## config.mk

```make
export PLATFORM = sky130hd
export DESIGN_NAME = ccao_cycle_attr
export DESIGN_NICKNAME = d
export VERILOG_FILES = /design/src/inc/ccao_pkg.sv /design/src/ccao_sram_slice.sv /design/src/ccao_cycle_attr.sv
export VERILOG_INCLUDE_DIRS = /design/src /design/src/inc
export SDC_FILE = /design/constraint.sdc
export NUM_CORES = 1
export LEC_CHECK = 0
export ABC_AREA = 1
export BUFFER_PORTS_ARGS = -buffer_cell sky130_fd_sc_hd__buf_4
export CELL_PAD_IN_SITES_DETAIL_PLACEMENT = 1
export CELL_PAD_IN_SITES_GLOBAL_PLACEMENT = 1
export CORE_AREA = 4 4 68 70
export DETAILED_ROUTE_END_ITERATION = 16
export DIE_AREA = 0 0 72 74
export HOLD_SLACK_MARGIN = 0.08
export PLACE_DENSITY_LB_ADDON = 0.25
export SETUP_SLACK_MARGIN = 0.4
export SYNTH_ARGS = -nofsm -noshare
export SYNTH_HDL_FRONTEND = slang
export SYNTH_SLANG_ARGS = --single-unit
```

## constraint.sdc

```tcl
create_clock -name clock_in -period 1.7 [get_ports clock_in]
set_input_delay 0.17 -clock clock_in [delete_from_list [all_inputs] [get_ports clock_in]]
set_output_delay 0.17 -clock clock_in [all_outputs]
set_load 0.005 [all_outputs]
```

## src/inc/ccao_params.svh

```systemverilog
`ifndef CCAO_PARAMS_SVH
`define CCAO_PARAMS_SVH
`define CCAO_CDATA_W 8
`define CCAO_NIB_W 4
`define CCAO_PAR_HI 7
`define CCAO_PAR_LO 4
`define CCAO_RST_HOLD_MON 1'b0
`define CCAO_RST_CACHEABLE_N 1'b1
`define CCAO_RST_DNC 1'b1
`define CCAO_RST_STROBE_N 1'b1
`endif

```

## src/inc/ccao_pkg.sv

```systemverilog
package ccao_pkg;
  typedef enum logic [2:0]
  {
    CCAO_IDLE = 3'b001,
    CCAO_CPU = 3'b010,
    CCAO_OWN = 3'b100
  } ccao_cyc_e;
  typedef struct packed
  {
    ccao_cyc_e cyc;
    logic strobe_n;
    logic cacheable_n;
    logic dnc;
    logic bist_fail;
    logic bist_seen;
  } ccao_attr_s;
  typedef struct packed
  {
    logic [7:0] rd;
    logic [7:0] wr;
    logic wr_valid;
  } ccao_sram_s;
endpackage

```

## src/ccao_sram_slice.sv

```systemverilog
`timescale 1ns/1ns
`include "ccao_params.svh"
module ccao_sram_slice
  import ccao_pkg::*;
#(
  parameter int DATA_W = `CCAO_CDATA_W
)
(
  input wire logic clock_in,
  input wire logic srst_in,
  input wire logic burst_ready_copy_n_in,
  input wire logic write_cycle_in,
  input wire logic narrow_cfg_in,
  input wire logic parity_cfg_in,
  input wire logic [DATA_W-1:0] array_rd_in,
  input wire logic [DATA_W-1:0] cdata_in,
  input wire logic [7:0] cpu_byte_enables_n_in,
  input wire logic [7:0] cpu_data_parity_in,
  output logic [DATA_W-1:0] cdata_out,
  output logic cdata_oe_n_out,
  output logic [DATA_W-1:0] wr_data_out,
  output logic wr_valid_out
);
  ccao_sram_s st_reg;
  ccao_sram_s st_next;
  logic [DATA_W-1:0] mask;

  always_comb
  begin
    st_next = st_reg;
    st_next.wr_valid = 1'b0;
    mask = narrow_cfg_in ? DATA_W'(8'h0F) : {DATA_W{1'b1}};
    // drive on copy strobe
    if (!burst_ready_copy_n_in && !write_cycle_in)
    begin
      st_next.rd = 8'(array_rd_in & mask);
    end
    // capture on copy strobe
    if (!burst_ready_copy_n_in && write_cycle_in)
    begin
      st_next.wr_valid = 1'b1;
      // parity slice mapping
      if (parity_cfg_in)
      begin
        st_next.wr = {cpu_byte_enables_n_in[3:0], cpu_data_parity_in[3:0]};
      end
      else
      begin
        // narrow uses low nibble
        st_next.wr = 8'(cdata_in & mask);
      end
    end
  end

  always_ff @(posedge clock_in)
  begin
    if (srst_in)
    begin
      st_reg <= '0;
    end
    else
    begin
      st_reg <= st_next;
    end
  end

  // enable only in copy clock
  assign cdata_oe_n_out = !(!burst_ready_copy_n_in && !write_cycle_in);
  assign cdata_out = DATA_W'(st_next.rd);
  assign wr_data_out = DATA_W'(st_reg.wr);
  assign wr_valid_out = st_reg.wr_valid;
endmodule

```

## src/ccao_cycle_attr.sv

```systemverilog
`timescale 1ns/1ns
`include "ccao_params.svh"
// Contract
// monitor mirrors address hold, no delay
// bus controller may watch hold monitor
// after self-test monitor shows pass/fail
// self-test error drives monitor low immediately
// monitor always at defined level
// latched cacheable follows cpu cacheable
// controller ignores cacheable on own cycles
// controller picks one or four burst-readies
// cacheable held from strobe to ready
// data/code high on own cycles
// data/code shows data versus code
// data/code valid strobe through ready
// attributes valid with address strobe
// narrow config uses data bits 3-0
// sram data in burst-ready copy clock
// parity slice: enables high, parity low
// strobe one clock, always valid
// capture cacheable at issue, hold it
module ccao_cycle_attr
  import ccao_pkg::*;
#(
  parameter int DATA_W = `CCAO_CDATA_W
)
(
  input wire logic clock_in,
  input wire logic srst_in,
  input wire logic cpu_address_hold_in,
  input wire logic selftest_active_in,
  input wire logic selftest_error_in,
  input wire logic selftest_flush_done_n_in,
  input wire logic cpu_cycle_issue_in,
  input wire logic own_cycle_issue_in,
  input wire logic snoop_issue_in,
  input wire logic cpu_cacheable_n_in,
  input wire logic cpu_data_not_code_in,
  input wire logic cycle_ready_n_in,
  input wire logic cycle_next_address_n_in,
  input wire logic cpu_burst_ready_copy_n_in,
  input wire logic write_cycle_in,
  input wire logic narrow_cfg_in,
  input wire logic parity_cfg_in,
  input wire logic [DATA_W-1:0] array_rd_in,
  input wire logic [DATA_W-1:0] sram_cpu_side_data_in,
  input wire logic [7:0] cpu_byte_enables_n_in,
  input wire logic [7:0] cpu_data_parity_in,
  output logic hold_monitor_out,
  output logic cycle_address_strobe_n_out,
  output logic latched_cacheable_n_out,
  output logic cycle_data_not_code_out,
  output logic cycle_busy_out,
  output logic [DATA_W-1:0] sram_cpu_side_data_out,
  output logic sram_cpu_side_data_oe_n_out,
  output logic [DATA_W-1:0] sram_wr_data_out,
  output logic sram_wr_valid_out
);
  ccao_attr_s st_reg;
  ccao_attr_s st_next;
  logic cycle_end;
  logic issue_any;

  always_comb
  begin
    st_next = st_reg;
    cycle_end = !cycle_ready_n_in || !cycle_next_address_n_in;
    issue_any = cpu_cycle_issue_in || own_cycle_issue_in || snoop_issue_in;
    // strobe lasts one clock
    st_next.strobe_n = `CCAO_RST_STROBE_N;
    // sticky self-test error
    if (selftest_active_in && selftest_error_in)
    begin
      st_next.bist_fail = 1'b1;
    end
    if (selftest_active_in)
    begin
      st_next.bist_seen = 1'b1;
    end
    unique case (st_reg.cyc)
      CCAO_IDLE:
      begin
        if (issue_any)
        begin
          // assert strobe for one clock
          st_next.strobe_n = !(cpu_cycle_issue_in || own_cycle_issue_in);
          // capture cacheable at issue
          if (cpu_cycle_issue_in)
          begin
            st_next.cyc = CCAO_CPU;
            st_next.cacheable_n = cpu_cacheable_n_in;
            // data or code
            st_next.dnc = cpu_data_not_code_in;
          end
          else
          begin
            st_next.cyc = CCAO_OWN;
            // own cycles are data
            st_next.dnc = 1'b1;
          end
        end
      end
      CCAO_CPU, CCAO_OWN:
      begin
        // hold until ready or next address
        if (cycle_end)
        begin
          st_next.cyc = CCAO_IDLE;
        end
      end
      default:
      begin
        st_next.cyc = CCAO_IDLE;
      end
    endcase
  end

  always_ff @(posedge clock_in)
  begin
    if (srst_in)
    begin
      st_reg.cyc <= CCAO_IDLE;
      st_reg.strobe_n <= `CCAO_RST_STROBE_N;
      st_reg.cacheable_n <= `CCAO_RST_CACHEABLE_N;
      st_reg.dnc <= `CCAO_RST_DNC;
      st_reg.bist_fail <= 1'b0;
      st_reg.bist_seen <= 1'b0;
    end
    else
    begin
      st_reg <= st_next;
    end
  end

  // mirror hold outside self-test
  // result after self-test: high pass
  // low at once on error
  // never undefined
  always_comb
  begin
    if (selftest_active_in)
    begin
      hold_monitor_out = !(st_reg.bist_fail || selftest_error_in);
    end
    else if (!selftest_flush_done_n_in && st_reg.bist_seen)
    begin
      hold_monitor_out = !st_reg.bist_fail;
    end
    else
    begin
      hold_monitor_out = cpu_address_hold_in;
    end
  end

  // attributes valid with strobe
  assign cycle_address_strobe_n_out = st_reg.strobe_n;
  // follow latched cacheable
  assign latched_cacheable_n_out = st_reg.cacheable_n;
  // valid through ready
  assign cycle_data_not_code_out = st_reg.dnc;
  assign cycle_busy_out = st_reg.cyc != CCAO_IDLE;

  ccao_sram_slice #(
    .DATA_W(DATA_W)
  ) u_slice (
    .clock_in(clock_in),
    .srst_in(srst_in),
    .burst_ready_copy_n_in(cpu_burst_ready_copy_n_in),
    .write_cycle_in(write_cycle_in),
    .narrow_cfg_in(narrow_cfg_in),
    .parity_cfg_in(parity_cfg_in),
    .array_rd_in(array_rd_in),
    .cdata_in(sram_cpu_side_data_in),
    .cpu_byte_enables_n_in(cpu_byte_enables_n_in),
    .cpu_data_parity_in(cpu_data_parity_in),
    .cdata_out(sram_cpu_side_data_out),
    .cdata_oe_n_out(sram_cpu_side_data_oe_n_out),
    .wr_data_out(sram_wr_data_out),
    .wr_valid_out(sram_wr_valid_out)
  );
endmodule

```

==> results of run 1 <==
-- worst max-delay path, stage by stage, from the launching register on --
cell and delay [ps]:
dfxtp_2 330, inv_2 40, nor2_4 100, nand2_1 50, o211ai_1 90, o31ai_1 100
buf_4 140
-- final timing paths --
kind                                                end  slack, ps  depth (start not counted)                    start
worst max-delay path                   hold_monitor_out        420                          6                st_reg[0]
worst min-delay path                          st_reg[1]        150                          3       selftest_active_in
worst max register to register                st_reg[7]        640                          7                st_reg[6]
worst min register to register  latched_cacheable_n_out        470                          2  latched_cacheable_n_out
-- layout by cell type (no fill, tap or decap) --
cell type   n
or2_1       4
buf_4      64
a21oi_1    25
nand3_1     9
dfxtp_1    24
nand2_1    30
clkbuf_1    1
nor2_4      3
inv_4       1
inv_2       2
nor2_2      2
o21ai_0    14
o211ai_1    1
clkbuf_8    3
inv_1      12
nor2_1     10
dfxtp_2     1
o31ai_1     1
-- metal layers --
metal | up-vias | global-route usage [%]
li1 | 597 | -
met4 | 0 | 2.51
met3 | 2 | 3.38
met2 | 39 | 24.6
met5 | - | 0
met1 | 532 | 14.4
-- layout make-up --
| type | instances | area [µm²] |
|---|---|---|
| Sequential cell | 25 | 502 |
| Multi-Input combinational cell | 99 | 477 |
| Inverter | 15 | 58.8 |
| Tap cell | 50 | 62.6 |
| Fill cell | 520 | 2350 |
| Clock buffer | 4 | 45.0 |
| Timing Repair Buffer | 64 | 480 |
-- cell families (layout without fill, tap and decap cells) --
family,after synthesis,count (layout),synth area share (%)
simple gates,58,58,22.0
compound gates,41,41,18.2
buf+inv,34,83,16.6
flops,25,25,43.3
-- power groups by stage --
stage,clock network (mW),logic (mW),registers [mW]
global placement,0,0.281,0.660
detailed placement,0,0.293,0.662
global route,0.385,0.330,0.655
CTS,0.365,0.298,0.649
finish,0.344,0.293,0.650
floorplan,0,0.151,0.658
-- what timing repair did --
| action | 4_1_cts | 5_1_grt |
|---|---|---|
| setup endpoints to repair | 5 | 3 |
| pin swaps | 1 | 1 |
| buffers inserted | 1 | 0 |
| gates resized for setup | 1 | 5 |
| cloned | 0 | 0 |
| hold endpoints to repair | 0 | 0 |
==> results.tsv, run 1 <==
metric	value	unit
drv_slew	0	
start_util	29.1	%
placementRows	23	
powerDensity	792	mW/mm²
synth_top_area_share	43.3	%
wl_met1	1360	µm
final_area	0.00163	mm²
rsz0062_at_grt	true	
clockPowerShare	26.7	%
hold_class	in -> reg	
fin_ws	420	ps
ant_nets	0	
synth_edf_count	0	
ios	72	
critPathArrivalTime	1110	ps
cts_root_buf	clkbuf_8	
synth_nets	207	
fin_setup_tns	0	ps
place_congestion	0.766	
yosysMostFrequentCell	nand2_1	
intPower	0.953	mW
relSlewSlack	76.2	%
synthArstFlopShare	0	%
drt_iter0_drc	17	
cts_inserted_buffers	3	
drive_gt1_share	36.7	%
setup.worst_path.start_class	register	
synthCells	158	
switching_share	26.0	%
placement.io_buffers	63	
cts.path.max_buffers	2	
dieArea	0.00533	mm²
setup_violations	0	
critPathCaptureType	output port	
path_class	reg -> out	
timing.fmax	781	MHz
hold_slack	149	ps
clock_sinks	25	
grt_max_degree	15	
holdBufCountCts	0	
worst_pin_slew	356	ps
yosys-top-cells-area	dfxtp_1 43%, a21oi_1 11%, buf_4 10%, nand2_1 9.7%, o21ai_0 6.1%	
status	finished clean	
fp.dieH	74	µm
design.core.area	0.00397	mm²
leakagePower	0.807	nW
clk_pin_slew	90	ps
finalHoldViolCount	0	
skew	1.12	ps
h-tree-depth	1	
place_inst	252	
ys_types	16	
synth_common_cells	30 x nand2_1, 25 x a21oi_1, 25 x dfxtp_1	
route.met3.wl	244	µm
top_layer	met4	
ir_drop	0.306	mV
dr_wl_met2	1720	µm
synth_flop_cell	dfxtp_1	
antenna_found_initial	0	
avgSynthCellArea	7.32	µm²
fin_cells	257	
p_switching	0.334	mW
clk_latency	260	ps
finalCritPeriodShare	75.3	%
comb_power_share	22.8	%
track_usage	12.9	%
routed_wl	3350	µm
grt_first_pass_wirelength	5470	µm
grt_pass1_vias	1236	
cp.required	1530	ps
syn-cell-area	0.00116	mm²
overflow	0	
synth_warnings	0	
viasPerCell	4.55	
tritoncts	yes	
die_w	72	µm
synth_area_leader_cell	dfxtp_1	
wl_per_cell	13.0	µm
critPathMaxFanout	2	
total_power	1.29	mW
via_count	1170	
n_antenna_cell	0	
drc_errors	0	
ys_seq_area_share	43.3	%
synth_seq_cells	25	
max_cap_viol_count	0	
utilization	40.9	%
fin_nets	257	
dr.pass1.iters	3	
dpl-instance-area	0.00156	mm²
dp_hpwl	2770	µm
min_period	1280	ps
seqPwrFrac	50.5	%
syn_to_final_growth	40.6	%
pre_cts_slack	378	ps
No activity file was read; power rests on OpenSTA's default activity.
==> run 2: changes to the inputs <==
Settings changed: CORE_AREA 4 4 68 70 to 4 4 74 76, DIE_AREA 0 0 72 74 to 0 0 78 80.
Clock period 1.7 ns to 1 ns, I/O delays scaled along.
==> run 2 against run 1 <==
The run now ends with setup timing left. Non-clock buffer count is 35 higher. Final area up 47%. Wire length is 13% higher. Worst hold slack worse by 100 ps. Power grew 110%. Critical path type unchanged. First-iteration DRC count increased by 71%. Register-to-register slack worse by 670 ps. Sequential share of layout area down 8.4 points. Combinational power rose to 3.3 times the previous value. Clock-buffer cell count decreased by 1. Global-route usage is 1.3 points lower.
==> results.tsv, run 2 (synthesis results as in run 1) <==
metric	value	unit	change
status	complete, but fails checks		
failed_checks	setup timing		
critPathMaxFanout	2		unchanged
fin_ws	-189	ps	-609 ps
start_util	24.5	%	-4.6 points
critPathCaptureType	output port		
max_cap_viol_count	0		unchanged
dr.pass1.iters	2		-1
leakagePower	1.08	nW	+34%
grt_max_degree	15		unchanged
drt_iter0_drc	29		+12
ir_drop	0.441	mV	+44%
h-tree-depth	1		unchanged
antenna_found_initial	0		unchanged
drv_slew	0		unchanged
hold_class	in -> reg		
drive_gt1_share	80.2	%	+43 points
placementRows	25		+8.7%
dp_hpwl	2590	µm	-6.5%
place_congestion	0.656		-14%
setup.worst_path.start_class	register		
finalHoldViolCount	0		unchanged
worst_pin_slew	299	ps	-57.6 ps
clk_latency	270	ps	about the same
setup_violations	5		+5
final_cell_mix	51 x buf_4, 45 x buf_6, 22 x dfxtp_2		
tritoncts	yes		
cts_inserted_buffers	3		unchanged
via_count	1295		+11%
hold_slack	45.2	ps	-104 ps
fp.dieH	80	µm	+8.1%
routed_wl	3790	µm	+13%
final_area	0.00239	mm²	+47%
syn_to_final_growth	106	%	
path_class	reg -> out		
cts.path.max_buffers	2		unchanged
ios	72		unchanged
overflow	0		unchanged
skew	1.23	ps	+0.117 ps
placement.io_buffers	63		unchanged
relSlewSlack	80.0	%	+3.8 points
timing.fmax	841	MHz	
ant_nets	0		unchanged
dieArea	0.00624	mm²	+17%
min_period	1190	ps	
grt_pass1_vias	1273		+3.0%
dpl-instance-area	0.00176	mm²	+13%
clock_sinks	25		unchanged
viasPerCell	4.19		-7.9%
finalCritPeriodShare	119	%	
die_w	78	µm	+8.3%
fin_nets	292		+14%
clk_pin_slew	90	ps	about the same
final_common_cell	buf_4		
fin_setup_tns	-327	ps	-327 ps
rsz0062_at_grt	true		
cp.required	900	ps	-630 ps
critPathArrivalTime	1090	ps	-20 ps
cts_root_buf	clkbuf_8		
total_power	2.68	mW	+110%
n_antenna_cell	0		unchanged
drc_errors	0		unchanged
track_usage	11.6	%	-1.3 points
design.core.area	0.00472	mm²	+19%
powerDensity	1120	mW/mm²	+42%
grt_first_pass_wirelength	5710	µm	+4.4%
wl_per_cell	12.3	µm	-5.9%
[run 2: cell count changes in the layout (fill, tap and decap cells not counted), sizes merged]
cell,change
clkbuf,-1
buf,+35
clkinv,+1
[run 2: worst max-delay path, cell delays in order (launching register included)]
cell      delay, ps
dfxtp_2         330
inv_2            40
nor2_4          100
nand2_1          60
o211ai_1         70
o31ai_1          90
buf_4           140
[run 2: layout make-up]
class                   instances  area [µm²]
clock buffers                   3        41.3
clock inverters                 1        5.00
fillers                       559        2340
inverters                      15        68.8
multi-input cells              99         712
flip-flops and latches         25         536
well taps                      67        83.8
repair buffers                 99         940
[run 2: metrics by stage]
step | utilization, % | setup slack, ps | std cells
floorplan | - | 92.1 | 158
global placement | 37.3 | -11.2 | 284
detailed placement | 37.3 | -22.3 | 284
CTS | 45.6 | -194 | 301
global route | 50.5 | -279 | 309
finish | 50.5 | -189 | 309
[run 2: routing by layer]
| metal | vias to the layer above | track usage (%) | share of wire (%) |
|---|---|---|---|
| li1 | 667 | - | - |
| met1 | 587 | 13.9 | 42 |
| met2 | 39 | 20.0 | 51 |
| met3 | 2 | 3.50 | 6.5 |
| met4 | 0 | 3.15 | 0.40 |
| met5 | - | 0 | 0 |
[run 2: timing repair]
item	in CTS	in global routing
resized for setup	94	51
setup endpoints to repair	42	47
buffers inserted	13	8
hold endpoints to repair	10	6
pin swaps	27	17
cloned	0	0
[run 2: where the power goes]
group	total (mW)	switching, mW	internal (mW)	leakage [nW]
sequential	1.14	0.0559	1.08	0.213
combinational	0.953	0.381	0.572	0.840
clock	0.591	0.313	0.278	0.0255
total	2.68	0.750	1.93	1.08
[run 2: worst paths after layout]
check                        from                      end  slack (ps)  cells after the start
min reg2reg    u_slice.st_reg[15]       u_slice.st_reg[15]         470                      2
min          cpu_data_not_code_in  cycle_data_not_code_out          50                      3
max reg2reg             st_reg[7]                st_reg[6]         -30                      6
max                     st_reg[0]         hold_monitor_out        -190                      6
==> run 3: changes to the inputs <==
Settings changed: PLACE_DENSITY from default to 0.72, PLACE_DENSITY_LB_ADDON 0.25 to default.
==> run 3 against run 2 <==
The run still ends with setup timing left. Final cell count rose by 0.32%. Worst setup slack better by 17 ps. Sequential share of layout area increased by 0.16 points. Via count rose by 2.0%. Worst hold slack improved by 15 ps. Clock-buffer cell count unchanged. Wire length rose by 6.6%. First-iteration DRC count increased by 3.4%. Die area did not move. Clock power grew 2%. Clock skew increased by 2.2 ps. Largest power group unchanged. Highest routed layer unchanged.
==> results.tsv, run 3 (synthesis results as in run 1) <==
metric	value	unit	change
fin_nets	293		+0.34%
cts_root_buf	clkbuf_8		
place_congestion	0.737		+12%
worstHoldStart	selftest_active_in		
relSlewSlack	77.4	%	-2.7 points
tritoncts	yes		
cp.required	900	ps	about the same
critPathArrivalTime	1070	ps	-20 ps
dieArea	0.00624	mm²	unchanged
grt_pass1_vias	1310		+2.9%
cp_cell_sequence	inv_2 -> nor2_2 -> nand2_1 -> o211ai_1 -> o31ai_1 -> buf_4		
clock_sinks	25		unchanged
ir_drop	0.473	mV	+7.3%
skew	3.44	ps	+2.21 ps
dpl-instance-area	0.00173	mm²	-1.7%
status	complete, but fails checks		
fin_cells	310		+0.32%
hold_class	in -> reg		
grt_first_pass_wirelength	6060	µm	+6.0%
grt_max_degree	15		unchanged
hold_slack	59.8	ps	+14.6 ps
final_common_cell	buf_4		
total_power	2.68	mW	about the same
h-tree-depth	1		unchanged
final_cell_mix	53 x buf_4, 44 x buf_6, 22 x dfxtp_2		
drc_errors	0		unchanged
die_w	78	µm	unchanged
track_usage	12.1	%	+0.48 points
slowest_stage	dfxtp_2		
setup.worst_path.start_class	register		
min_period	1170	ps	-17.1 ps
rsz0062_at_grt	true		
final_area	0.00239	mm²	unchanged
failed_checks	setup timing		
place_inst	280		-1.4%
timing.fmax	853	MHz	+1.5%
drv_slew	0		unchanged
antenna_found_initial	0		unchanged
path_class	reg -> out		
clk_pin_slew	90	ps	about the same
cts.path.max_buffers	2		unchanged
powerDensity	1120	mW/mm²	about the same
max_cap_viol_count	0		unchanged
placement.io_buffers	63		unchanged
syn_to_final_growth	106	%	unchanged
setup_violations	5		unchanged
ant_nets	0		unchanged
fin_ws	-172	ps	+17.1 ps
overflow	0		unchanged
worst_pin_slew	338	ps	+39.8 ps
drive_gt1_share	79.0	%	-1.2 points
design.core.area	0.00472	mm²	unchanged
dr.pass1.iters	3		+1
drt_iter0_drc	30		+3.4%
finalHoldViolCount	0		unchanged
routed_wl	4040	µm	+6.6%
dp_hpwl	2680	µm	+3.4%
critPathCaptureType	output port		
worstReg2RegStart	st_reg[7]		
ios	72		unchanged
via_count	1321		+2.0%
max_stage_delay	330	ps	about the same
finalCritPeriodShare	117	%	-1.7 points
n_antenna_cell	0		unchanged
timing.critical_path.from	st_reg[0]		
cts_inserted_buffers	3		unchanged
leakagePower	1.07	nW	-0.63%
fp.dieH	80	µm	unchanged
placementRows	25		unchanged
clk_latency	270	ps	about the same
wl_per_cell	13.0	µm	+6.3%
viasPerCell	4.26		+1.7%
critPathMaxFanout	2		unchanged
start_util	24.5	%	unchanged
## run 3: power by group
part / total [mW] / internal (mW) / switching, mW
sequential: 1.14 / 1.08 / 0.0611
clock: 0.605 / 0.279 / 0.326
combinational: 0.933 / 0.555 / 0.378
## run 3: layout make-up
cell class | count | area, µm²
fill | 564 | 2340
sequential | 25 | 539
clock inverter | 1 | 5.00
inverter | 15 | 77.6
timing repair buffer | 100 | 943
clock buffer | 3 | 41.3
tap | 67 | 83.8
multi-input combinational | 99 | 696
## run 3: what timing repair did
action	CTS	global route
hold endpoints to repair	8	3
resized for setup	87	54
endpoints found under the setup margin	42	46
buffers inserted	20	6
pin swaps	32	20
## run 3: path summary, 6_finish.rpt
kind	to	slack (ps)	cells after the start
worst max-delay path	hold_monitor_out	-170	6
worst max register to register	st_reg[7]	-80	6
worst min-delay path	st_reg[1]	60	3
worst min register to register	st_reg[0]	460	2
## run 3: per-layer routing
layer	GRT usage, %	wire [µm]	vias up
met4	2.10	12	0
met3	2.71	192	2
met5	0	0	-
li1	-	-	670
met2	22.3	2220	30
met1	14.4	1610	619
## run 3: per-stage QoR
stage	TNS (ps)	setup slack [ps]	util (%)
finish	-387	-172	50.5
global route	-1010	-255	50.5
CTS	-298	-195	45.7
detailed placement	-137	-35.7	36.7
global placement	-10.3	-9.07	36.7
floorplan	0	92.1	-
## run 3: critical path, delay by kind of cell, from the launching register on
kind,cells,cell delay [ps]
compound gates,2,160
flops,1,330
buf+inv,2,170
simple gates,2,140
